<file path="src/drd_map.vh">
// Register offsets, field positions, reset values and descriptor layout of the ring DMA engine
`ifndef DRD_MAP_VH
`define DRD_MAP_VH

// ============================================================
// Register byte offsets
`define DRD_CTRL_OFS    8'h00
`define DRD_BASE_OFS    8'h04
`define DRD_LAST_OFS    8'h08
`define DRD_SUBMIT_OFS  8'h0c
`define DRD_FETCH_OFS   8'h10
`define DRD_DONE_OFS    8'h14
`define DRD_STAT_OFS    8'h18
`define DRD_COUNT_OFS   8'h1c

// ============================================================
// Control register fields and reset values
`define DRD_CTRL_EN     0
`define DRD_CTRL_DIR    1
`define DRD_CTRL_GRP_HI 15
`define DRD_CTRL_GRP_LO 8
`define DRD_CTRL_RST    32'h0000_0000
`define DRD_PTR_RST     32'h0000_0000

// ============================================================
// Descriptor layout: word 0 buffer address, word 1 control and status
`define DRD_DESC_STRIDE 32'h0000_0008
`define DRD_CTL_OFS     32'h0000_0004
`define DRD_LEN_HI      15
`define DRD_LEN_LO      0
`define DRD_D_FIRST     16
`define DRD_D_LAST      17
`define DRD_D_IRQ       18
`define DRD_D_USER_HI   23
`define DRD_D_USER_LO   20
`define DRD_S_DONE      31
`define DRD_S_FIRST     30
`define DRD_S_LAST      29
`define DRD_S_USER_HI   27
`define DRD_S_USER_LO   24

// ============================================================
// Engine states
`define DRD_ST_IDLE 3'h0
`define DRD_ST_RDA  3'h1
`define DRD_ST_RDC  3'h2
`define DRD_ST_CAP  3'h3
`define DRD_ST_MOVE 3'h4
`define DRD_ST_WB   3'h5
`define DRD_ST_ADV  3'h6

`endif

</file>
<file path="src/drd_engine.v">
// Descriptor ring DMA engine: pointers, descriptor fetch, data move and status write-back
`default_nettype none
`include "drd_map.vh"

module drd_engine #(
  parameter AW = 8
) (
  input  wire        clk_sys,
  input  wire        rstn,
  input  wire        ce,
  input  wire [AW-1:0] reg_addr,
  input  wire [31:0] reg_wdata,
  input  wire        reg_wr,
  input  wire        reg_rd,
  output wire [31:0] reg_rdata,
  output wire [31:0] mem_addr,
  output wire        mem_rd,
  output wire        mem_wr,
  output wire [31:0] mem_wdata,
  input  wire [31:0] mem_rdata,
  output wire        txs_valid,
  output wire [31:0] txs_data,
  output wire        txs_first,
  output wire        txs_last,
  output wire [3:0]  txs_user,
  input  wire        txs_ready,
  input  wire        rxs_valid,
  input  wire [31:0] rxs_data,
  input  wire        rxs_last,
  output wire        rxs_ready,
  output wire        pkt_done_pulse,
  output wire        group_irq_pulse
);

  // ============================================================
  // Registers
  reg  [31:0] ctrl_reg;
  reg  [31:0] base_reg;
  reg  [31:0] last_reg;
  reg  [31:0] software_submit_pointer;
  reg  [31:0] engine_fetch_pointer;
  reg  [31:0] engine_done_pointer;
  reg  [31:0] count_reg;
  reg  [31:0] rdata_reg;
  reg  [2:0]  state_reg;
  reg  [31:0] buf_reg;
  reg  [31:0] ctl_reg;
  reg  [15:0] cnt_reg;
  reg  [15:0] pkt_len_reg;
  reg  [15:0] pkt_words_reg;
  reg         rd_pend_reg;
  reg         in_pkt_reg;
  reg         first_reg;
  reg         end_reg;
  reg  [7:0]  grp_cnt_reg;
  reg  [31:0] mem_addr_reg;
  reg         mem_rd_reg;
  reg         mem_wr_reg;
  reg  [31:0] mem_wdata_reg;
  reg         txv_reg;
  reg  [31:0] txd_reg;
  reg         txf_reg;
  reg         txl_reg;
  reg         rxr_reg;
  reg         pkt_reg;
  reg         grp_reg;

  wire        enable = ctrl_reg[`DRD_CTRL_EN];
  wire        dir_rx = ctrl_reg[`DRD_CTRL_DIR];
  wire [7:0]  grp_n  = ctrl_reg[`DRD_CTRL_GRP_HI:`DRD_CTRL_GRP_LO];
  wire [15:0] len    = ctl_reg[`DRD_LEN_HI:`DRD_LEN_LO];
  wire [15:0] cnt_p1 = cnt_reg + 16'h0001;
  wire        busy   = (state_reg != `DRD_ST_IDLE);
  wire        rx_acc = rxs_valid & rxr_reg;

  // Byte address of the current buffer word
  wire [31:0] buf_slot = buf_reg + {14'h0000, cnt_reg, 2'b00};

  // Status word written back; rx packs first/last of the packet, tx echoes request
  wire        s_first = dir_rx ? first_reg : ctl_reg[`DRD_D_FIRST];
  wire        s_last  = dir_rx ? end_reg : ctl_reg[`DRD_D_LAST];
  wire [31:0] status_word = {1'b1, s_first, s_last, 1'b0,
                             ctl_reg[`DRD_D_USER_HI:`DRD_D_USER_LO],
                             8'h00, cnt_reg};

  // Next ring slot, wrapping after the last descriptor
  wire [31:0] fetch_adv = (engine_fetch_pointer == last_reg) ? base_reg
                        : engine_fetch_pointer + `DRD_DESC_STRIDE;

  assign reg_rdata       = rdata_reg;
  assign mem_addr        = mem_addr_reg;
  assign mem_rd          = mem_rd_reg;
  assign mem_wr          = mem_wr_reg;
  assign mem_wdata       = mem_wdata_reg;
  assign txs_valid       = txv_reg;
  assign txs_data        = txd_reg;
  assign txs_first       = txf_reg;
  assign txs_last        = txl_reg;
  assign txs_user        = ctl_reg[`DRD_D_USER_HI:`DRD_D_USER_LO];
  assign rxs_ready       = rxr_reg;
  assign pkt_done_pulse  = pkt_reg;
  assign group_irq_pulse = grp_reg;

  // ============================================================
  // Register read port: data stands the cycle after the strobe only
  always @(posedge clk_sys or negedge rstn) begin
    if (!rstn) begin
      rdata_reg <= 32'h0000_0000;
    end else if (ce) begin
      if (reg_rd) begin
        case (reg_addr)
          `DRD_CTRL_OFS:   rdata_reg <= ctrl_reg;
          `DRD_BASE_OFS:   rdata_reg <= base_reg;
          `DRD_LAST_OFS:   rdata_reg <= last_reg;
          `DRD_SUBMIT_OFS: rdata_reg <= software_submit_pointer;
          `DRD_FETCH_OFS:  rdata_reg <= engine_fetch_pointer;
          `DRD_DONE_OFS:   rdata_reg <= engine_done_pointer;
          `DRD_STAT_OFS:   rdata_reg <= {pkt_len_reg, 14'h0000, in_pkt_reg, busy};
          `DRD_COUNT_OFS:  rdata_reg <= count_reg;
          default:         rdata_reg <= 32'h0000_0000;
        endcase
      end else begin
        rdata_reg <= 32'h0000_0000;
      end
    end
  end

  // ============================================================
  // Software-owned configuration; pointer writes never stall the engine
  always @(posedge clk_sys or negedge rstn) begin
    if (!rstn) begin
      ctrl_reg                <= `DRD_CTRL_RST;
      base_reg                <= `DRD_PTR_RST;
      last_reg                <= `DRD_PTR_RST;
      software_submit_pointer <= `DRD_PTR_RST;
    end else if (ce && reg_wr) begin
      case (reg_addr)
        `DRD_CTRL_OFS:   ctrl_reg <= reg_wdata;
        `DRD_BASE_OFS:   base_reg <= reg_wdata;
        `DRD_LAST_OFS:   last_reg <= reg_wdata;
        `DRD_SUBMIT_OFS: software_submit_pointer <= reg_wdata;
        default:         ctrl_reg <= ctrl_reg;
      endcase
    end
  end

  // ============================================================
  // Descriptor engine: fetch, move, write back, advance
  always @(posedge clk_sys or negedge rstn) begin
    if (!rstn) begin
      state_reg            <= `DRD_ST_IDLE;
      engine_fetch_pointer <= `DRD_PTR_RST;
      engine_done_pointer  <= `DRD_PTR_RST;
      count_reg            <= 32'h0000_0000;
      buf_reg              <= 32'h0000_0000;
      ctl_reg              <= 32'h0000_0000;
      cnt_reg              <= 16'h0000;
      pkt_len_reg          <= 16'h0000;
      pkt_words_reg        <= 16'h0000;
      rd_pend_reg          <= 1'b0;
      in_pkt_reg           <= 1'b0;
      first_reg            <= 1'b0;
      end_reg              <= 1'b0;
      grp_cnt_reg          <= 8'h00;
      mem_addr_reg         <= 32'h0000_0000;
      mem_rd_reg           <= 1'b0;
      mem_wr_reg           <= 1'b0;
      mem_wdata_reg        <= 32'h0000_0000;
      txv_reg              <= 1'b0;
      txd_reg              <= 32'h0000_0000;
      txf_reg              <= 1'b0;
      txl_reg              <= 1'b0;
      rxr_reg              <= 1'b0;
      pkt_reg              <= 1'b0;
      grp_reg              <= 1'b0;
    end else if (ce) begin
      // Strobes and notifications last one cycle
      mem_rd_reg <= 1'b0;
      mem_wr_reg <= 1'b0;
      pkt_reg    <= 1'b0;
      grp_reg    <= 1'b0;
      // A write to the count register clears it, unless a descriptor finishes in that cycle: its increment wins and the count becomes its old value plus one
      if (reg_wr && reg_addr == `DRD_COUNT_OFS) begin
        count_reg <= 32'h0000_0000;
      end
      case (state_reg)
        `DRD_ST_IDLE: begin
          // Work only while submitted descriptors remain
          if (enable && engine_fetch_pointer != software_submit_pointer) begin
            state_reg <= `DRD_ST_RDA;
          end
        end
        `DRD_ST_RDA: begin
          mem_rd_reg   <= 1'b1;
          mem_addr_reg <= engine_fetch_pointer;
          state_reg    <= `DRD_ST_RDC;
        end
        `DRD_ST_RDC: begin
          buf_reg      <= mem_rdata;
          mem_rd_reg   <= 1'b1;
          mem_addr_reg <= engine_fetch_pointer + `DRD_CTL_OFS;
          state_reg    <= `DRD_ST_CAP;
        end
        `DRD_ST_CAP: begin
          ctl_reg     <= mem_rdata;
          cnt_reg     <= 16'h0000;
          rd_pend_reg <= 1'b0;
          end_reg     <= 1'b0;
          // A packet starts in the first descriptor after the previous one ended
          first_reg   <= ~in_pkt_reg;
          state_reg   <= `DRD_ST_MOVE;
        end
        `DRD_ST_MOVE: begin
          if (!dir_rx) begin
            // Transmit: one read in flight, then hold the word until taken
            if (rd_pend_reg) begin
              rd_pend_reg <= 1'b0;
              txv_reg     <= 1'b1;
              txd_reg     <= mem_rdata;
              txf_reg     <= ctl_reg[`DRD_D_FIRST] && cnt_reg == 16'h0000;
              txl_reg     <= ctl_reg[`DRD_D_LAST] && cnt_p1 == len;
              cnt_reg     <= cnt_p1;
            end else if (txv_reg) begin
              if (txs_ready) begin
                txv_reg <= 1'b0;
              end
            end else if (cnt_reg == len) begin
              state_reg <= `DRD_ST_WB;
            end else begin
              mem_rd_reg   <= 1'b1;
              mem_addr_reg <= buf_slot;
              rd_pend_reg  <= 1'b1;
            end
          end else begin
            // Receive: store words until packet end or buffer full
            if (rx_acc) begin
              mem_wr_reg    <= 1'b1;
              mem_addr_reg  <= buf_slot;
              mem_wdata_reg <= rxs_data;
              cnt_reg       <= cnt_p1;
              pkt_words_reg <= pkt_words_reg + 16'h0001;
              in_pkt_reg    <= ~rxs_last;
              if (rxs_last || cnt_p1 == len) begin
                rxr_reg   <= 1'b0;
                end_reg   <= rxs_last;
                state_reg <= `DRD_ST_WB;
              end
              if (rxs_last) begin
                pkt_len_reg   <= pkt_words_reg + 16'h0001;
                pkt_words_reg <= 16'h0000;
              end
            end else if (len == 16'h0000) begin
              state_reg <= `DRD_ST_WB;
            end else begin
              rxr_reg <= 1'b1;
            end
          end
        end
        `DRD_ST_WB: begin
          // Completion, packet flags and word count go back into the descriptor
          mem_wr_reg          <= 1'b1;
          mem_addr_reg        <= engine_fetch_pointer + `DRD_CTL_OFS;
          mem_wdata_reg       <= status_word;
          engine_done_pointer <= engine_fetch_pointer;
          count_reg           <= count_reg + 32'h0000_0001;
          pkt_reg             <= s_last;
          // Group interrupt every N descriptors; N of zero turns it off
          if (grp_n != 8'h00 && grp_cnt_reg + 8'h01 == grp_n) begin
            grp_reg     <= 1'b1;
            grp_cnt_reg <= 8'h00;
          end else if (grp_n != 8'h00) begin
            grp_cnt_reg <= grp_cnt_reg + 8'h01;
          end
          state_reg <= `DRD_ST_ADV;
        end
        `DRD_ST_ADV: begin
          engine_fetch_pointer <= fetch_adv;
          state_reg            <= `DRD_ST_IDLE;
        end
        default: begin
          state_reg <= `DRD_ST_IDLE;
        end
      endcase
      // Software may reposition pointers; placed last so an engine update in the same cycle loses
      if (reg_wr && reg_addr == `DRD_FETCH_OFS) begin
        engine_fetch_pointer <= reg_wdata;
      end
      if (reg_wr && reg_addr == `DRD_DONE_OFS) begin
        engine_done_pointer <= reg_wdata;
      end
    end
  end

endmodule
`default_nettype wire

</file>
<file path="config.mk">
export PLATFORM = sky130hd
export DESIGN_NAME = drd_engine
export DESIGN_NICKNAME = d
export VERILOG_FILES = /design/src/drd_engine.v
export VERILOG_INCLUDE_DIRS = /design/src /design/src/src
export SDC_FILE = /design/constraint.sdc
export NUM_CORES = 1
export LEC_CHECK = 0
export BUFFER_PORTS_ARGS = -buffer_cell sky130_fd_sc_hd__buf_2
export CAP_MARGIN = 0
export CORE_ASPECT_RATIO = 0.9
export CORE_MARGIN = 2
export CORE_UTILIZATION = 24
export CTS_CLUSTER_DIAMETER = 120
export DETAILED_ROUTE_END_ITERATION = 12
export SLEW_MARGIN = 20
export SYNTH_ARGS = -nofsm -noshare
export SYNTH_HDL_FRONTEND = slang
export SYNTH_SLANG_ARGS = --single-unit
</file>
<file path="constraint.sdc">
create_clock -name clk_sys -period 2.38 [get_ports clk_sys]
set_input_delay 0.119 -clock clk_sys [delete_from_list [all_inputs] [get_ports clk_sys]]
set_output_delay 0.119 -clock clk_sys [all_outputs]
set_load 0.05 [all_outputs]
</file>
# Word-level counts from Yosys, hierarchy flattened
# Cells that the tools add are included.
# Widths: inputs -> output; s select.
classes:
  addsub: 7
  eq_ne: 33
  mux: 59
  bitwise: 4
  reduce_logical: 45
ops:
  columns: ["cell", "n"]
  rows:
  - ["$mux 32", 15]
  - ["$pmux 32 s8", 1]
  - ["$pmux 32 s3", 1]
  - ["$mux 16", 4]
  - ["$pmux 32 s2", 1]
  - ["$add 16x1->16 const B", 2]
  - ["$add 32x1->32 const B", 1]
  - ["$add 32x18->32", 1]
  - ["$add 32x3->32 const B", 1]
  - ["$add 32x4->32 const B", 1]
  - ["$eq 16x16->1", 2]
  - ["$eq 32x32->1", 1]
  - ["$eq 8x5->1 const B", 4]
  - ["$logic_not 16->1", 2]
  - ["$ne 32x32->1", 1]
  - ["$pmux 16 s2", 1]
  - ["$mux 3", 8]
  - ["$mux 1", 21]
  - ["$ne 3x3->1 const B", 6]
  - ["$pmux 3 s6", 1]
  - ["$reduce_and 2->1", 9]
  - ["$eq 8x4->1 const B", 2]
  - ["$mux 8", 2]
  - ["$reduce_and 4->1", 4]
  - ["other kinds (24)", 56]
word_totals:
  reg_bits: 479
  input_bits: 112
  out_inout_bits: 140
  wordCells: 178

# Longest topological paths before layout
logic_depth:
  word_depth: 7
  depth_mapped: 11
  depth_no_buf: 11

# Worst setup path before layout
# Ideal clock, no wire load.
synth_timing:
  path_kind: "flip-flop to flip-flop"
  startpoint: "register cnt_reg[0]"
  endpoint: "register mem_addr_reg[28], in the netlist mem_addr[28]"
  t_arrival_ns: 2.409
  required_ns: 2.303
  slack_ns: -0.107
  path_stages_with_launch: 12
  path_buffers: 0
  synth_period_minus_slack_ns: 2.487
  path_cell_list: "dfrtp_1 -> ha_1 -> inv_1 -> fa_1 -> nor2b_1 -> o31a_1 -> a221o_1 -> a21oi_2 -> a21oi_1 -> xnor2_1 -> o221a_2 -> a21oi_1"
synth_between:
  elab_chain_len: 6
  elab_cells_between_ends: 10
  classes_between: "add/sub: 1; eq/ne: 2; mux: 6; reduce/logical: 1"
synth_lines:
  columns: ["element", "line_no", "rtl"]
  rows:
  - ["from (decl)", "drd_engine.v:48", "reg [15:0] cnt_reg;"]
  - ["from (signal assigned)", "drd_engine.v:222", "cnt_reg <= cnt_p1;"]
  - ["from (signal assigned)", "drd_engine.v:240", "cnt_reg <= cnt_p1;"]
  - ["$add 32x18->32", "drd_engine.v:77", "wire [31:0] buf_slot = buf_reg + {14'h0000, cnt_reg, 2'b00};"]
  - ["$mux 32", "drd_engine.v:227", "end else if (cnt_reg == len) begin"]
  - ["$mux 32", "drd_engine.v:223", "end else if (txv_reg) begin"]
  - ["$mux 32", "drd_engine.v:216", "if (rd_pend_reg) begin"]
  - ["$mux 32", "drd_engine.v:214", "if (!dir_rx) begin"]
  - ["$pmux 32 s3", "drd_engine.v:186", "case (state_reg)"]
  - ["to (signal assigned)", "drd_engine.v:195", "mem_addr_reg <= engine_fetch_pointer;"]
  - ["to (signal assigned)", "drd_engine.v:201", "mem_addr_reg <= engine_fetch_pointer + `DRD_CTL_OFS;"]
  - ["to (signal assigned)", "drd_engine.v:231", "mem_addr_reg <= buf_slot;"]
  - ["to (decl)", "drd_engine.v:56", "reg [31:0] mem_addr_reg;"]
# Parallel ways exist; a longest one is shown, timed or not. The select of a mux whose other input is x is not followed.
# A chain may end at the register's enable or synchronous reset.

# Worst setup path after layout
layout_timing:
  startpoint: "register cnt_reg[2]"
  endpoint: "register mem_addr_reg[12], in the netlist mem_addr[12]"
# The elaborated chain is that of the path after synthesis.

==> out/qor.csv <==
stage;metric;value;unit
place;Inst Count DP;4390;
critical_path;Top cell by count, worst path;a21oi_1;
logic_synthesis;Synth Flop Type;dfrtp_1;
floorplan;die area;110000;um2
routing;number of vias per cell;4.91;
clock_tree;H-tree Lvls;2;
flow_run;Max-Cap Viols;0;
logic_synthesis;EDFF count, synth;0;
sta;Worst Tran Pin Value;0.630;ns
clock_tree;CTS tree;done;
global_routing;number of global-route vias before repair;22366;
sta;fmax;384;MHz
global_routing;first-pass GRT wire length;142000;um
critical_path;worst setup path start;cnt_reg[2];
critical_path;WS Path Type;register to register;
logic_synthesis;Area contributors post-synth;dfrtp_1 46%, mux2_2 8.3%, nand2_1 4.8%;
sta;setup TNS;-1.97;ns
logic_synthesis;Yosys cell types;94;
floorplan;die extent in y;315;um
finish;area growth from synthesis to layout;33.3;%
routing;DR WL/cell;20.4;um
logic_synthesis;leading area contributor after synthesis;dfrtp_1;
sta;Final min period;2.60;ns
logic_synthesis;FF+latch count, synth;477;
global_routing;total congestion overflow;0;
finish;layout cells sized above 1;31.8;%
critical_path;RR Endpoint;mem_addr[12];
sta;Slew headroom;57.7;%
finish;Final #Nets;3275;
power_and_ir_drop;leakage power total;15.7;nW
run_status;run status;finished with violations;
logic_synthesis;FFs w/ async S/R, synth;100;%
critical_path;Crit path buffers/inverters;2;
clock_tree;CTS buffer count;54;
logic_synthesis;count leader, synth;dfrtp_1;
global_routing;initial antenna violation count;6;
floorplan;Core ar.;107000;um2
clock_tree;Clock Pin Slew Worst Setup and Hold Paths;0.06;ns
logic_synthesis;Post-Syn Nets;2761;
floorplan;# rows;114;
logic_synthesis;Yosys Warn Count;0;
floorplan;die width;350;um
sta;final setup fails;15;
routing;Vias;22774;
clock_tree;CTS Buffer Depth;3;
logic_synthesis;leading cell types by count after synthesis;477 x dfrtp_1, 329 x nand2_1, 193 x o21ai_0;
critical_path;largest stage delay on the critical path;0.41;ns
place;GP Congestion;0.922;
logic_synthesis;post-synthesis cell area;25800;um2
critical_path;Levels on crit path;11;
critical_path;ordered list of cells on the worst path;ha_1 -> buf_6 -> nor2b_4 -> o31a_1 -> a221o_1 -> buf_4 -> a31o_4 -> a21oi_2 -> xnor2_1 -> a21oi_1 -> a21oi_1;
run_status;failing checks;setup timing;
place;dpl ws;-0.243;ns
routing;Remaining DRCs;0;
finish;non-filler cells, final;4637;
critical_path;crit path max-delay cell type;a221o_1;
power_and_ir_drop;Power Total;31.0;mW
power_and_ir_drop;Pwr Density;901;nW/um2
global_routing;total track usage;16.7;%
routing;wirelength, routed;94600;um
critical_path;critical path endpoint;mem_addr[12];
critical_path;data arrival time of the critical path;3.13;ns
logic_synthesis;syn avg cell area;9.84;um2
place;DP HPWL;69300;um
sta;Final Hold Fails;0;
logic_synthesis;Mapped Cells;2625;
power_and_ir_drop;IR drop worst, VDD;552;uV
critical_path;critical path's top delay family;compound AO/OA/AOI/OAI gates;
critical_path;Worst EP required;2.91;ns
logic_synthesis;top-area cell type share of the netlist area;46.2;%
critical_path;Critical Path Start Type;register;
hold_path;worst hold path type;primary input to asynchronous set/reset pin;
critical_path;nature of the critical path endpoint;register;
sta;fin crit share;109;%
place;Port Buffers;251;
floorplan;Initial Utilization;24.1;%
sta;RSZ-0062 raised after global routing;true;
routing;drt first pass iters;6;
floorplan;I/O pin count;252;
sta;Final Max Tran Viols;0;
logic_synthesis;register area share after synthesis;46.2;%
routing;DR iter-0 viols;2004;
critical_path;RR Startpoint;cnt_reg[2];
critical_path;worst reg2reg path depth;11;
sta;final worst setup slack;-0.223;ns
sta;Setup Skew;0.0460;ns
critical_path;reg-to-reg slack, setup;-0.22;ns
clock_tree;root cell of the clock tree;clkbuf_16;
routing;Antenna Nets Post-Route;0;
clock_tree;clk sinks;477;
global_routing;pin count of the biggest net entering global routing;73;
critical_path;CP max FO;2;
clock_tree;worst skew pair latency;0.64;ns
[cell families (layout without fill, tap and decap cells)]
kind of cell | after synthesis | after routing | share of synthesized area (%)
AOI/OAI and AO/OA | 593 | 593 | 14.5
xor gates and xnor gates | 184 | 184 | 6.24
muxes | 273 | 273 | 12.2
buffers and inverters | 263 | 822 | 4.49
and+or+nand+nor | 811 | 811 | 15.2
other | 0 | 3 | 0
DFF | 477 | 477 | 46.2
adders and majority gates | 24 | 24 | 1.19
[through the flow]
stage          hold WS [ns]  utilization (%)  cell area (um2)
4_1_cts             0.00815             31.2            33500
6_report            0.00897             32.2            34400
3_5_place_dp          0.102             28.3            30400
2_1_floorplan        -0.177                -            25900
3_3_place_gp          0.109             28.3            30400
5_1_grt              0.0361             32.2            34400
[cell type report]
cell class | count | area, um2
fillers | 11018 | 72700
multi-input cells | 1885 | 13500
flip-flops and latches | 477 | 11900
repair buffers | 661 | 5090
well taps | 1450 | 1810
clock buffers | 74 | 1540
clock inverters | 27 | 288
inverters | 60 | 225
diodes | 3 | 7.51
[cell usage in the layout, fill, tap and decap left out, types with 13 or more instances in the layout]
| cell | netlist | routed |
|---|---|---|
| xnor2_2 | 0 | 15 |
| nor3_1 | 28 | 23 |
| a211oi_1 | 23 | 15 |
| or3_1 | 15 | 15 |
| a22oi_1 | 63 | 63 |
| mux2_2 | 190 | 189 |
| mux2i_1 | 63 | 63 |
| and2_1 | 16 | 14 |
| dlygate4sd3_1 | 0 | 101 |
| nand2_1 | 329 | 324 |
| buf_4 | 22 | 252 |
| o31ai_1 | 31 | 29 |
| nand3_1 | 67 | 63 |
| inv_1 | 60 | 58 |
| clkinv_2 | 0 | 17 |
| buf_6 | 3 | 24 |
| clkbuf_16 | 0 | 60 |
| a21oi_2 | 2 | 13 |
| a31oi_1 | 41 | 41 |
| buf_12 | 0 | 26 |
| o22ai_1 | 26 | 26 |
| a21oi_1 | 107 | 93 |
| xor2_1 | 82 | 81 |
| a22o_1 | 13 | 13 |
| nor4_1 | 26 | 21 |
| o21ai_0 | 193 | 180 |
| dfrtp_1 | 477 | 470 |
| and3_1 | 50 | 47 |
| mux4_2 | 14 | 14 |
| xnor2_1 | 102 | 83 |
| nand4_1 | 31 | 31 |
| a221oi_1 | 17 | 15 |
| o21ai_1 | 5 | 15 |
| buf_2 | 51 | 252 |
| nor2_1 | 164 | 155 |
| ha_1 | 23 | 17 |
| a21o_1 | 16 | 15 |
[where the power goes]
| group | switching, mW | leakage [nW] | internal [mW] |
|---|---|---|---|
| Combinational | 7.44 | 8.43 | 4.10 |
| Sequential | 1.29 | 6.34 | 9.55 |
| Clock | 3.68 | 0.908 | 4.98 |
[metal layers]
metal	wire (um)	track usage (%)	part of all wire [%]	vias to the layer above
li1	-	-	-	10409
met3	5820	2.84	6.2	189
met1	40500	21.8	43	11416
met2	44700	27.6	47	754
met5	39	0	0.041	-
met4	3580	6.22	3.8	6
[worst min-delay path by stage]
stage                      start             to  slack (ns)  cells after the start
final                       rstn  mem_wdata[23]       0.009                      2
after global routing        rstn  mem_wdata[23]        0.04                      2
after CTS                 reg_wr   count_reg[0]       0.008                      4
after detailed placement    rstn  mem_wdata[23]        0.10                      1
after global placement      rstn  mem_wdata[18]        0.11                      1
after floorplan             rstn    base_reg[0]       -0.18                      0
[timing repair]
action	4_1_cts	5_1_grt
hold buffers	101	0
pin swaps	31	51
resized for setup	53	129
endpoints found under the hold margin	700	0
gates cloned	0	7
setup buffers	7	30
setup endpoints to repair	41	91
(Power assumes the default switching activity.)
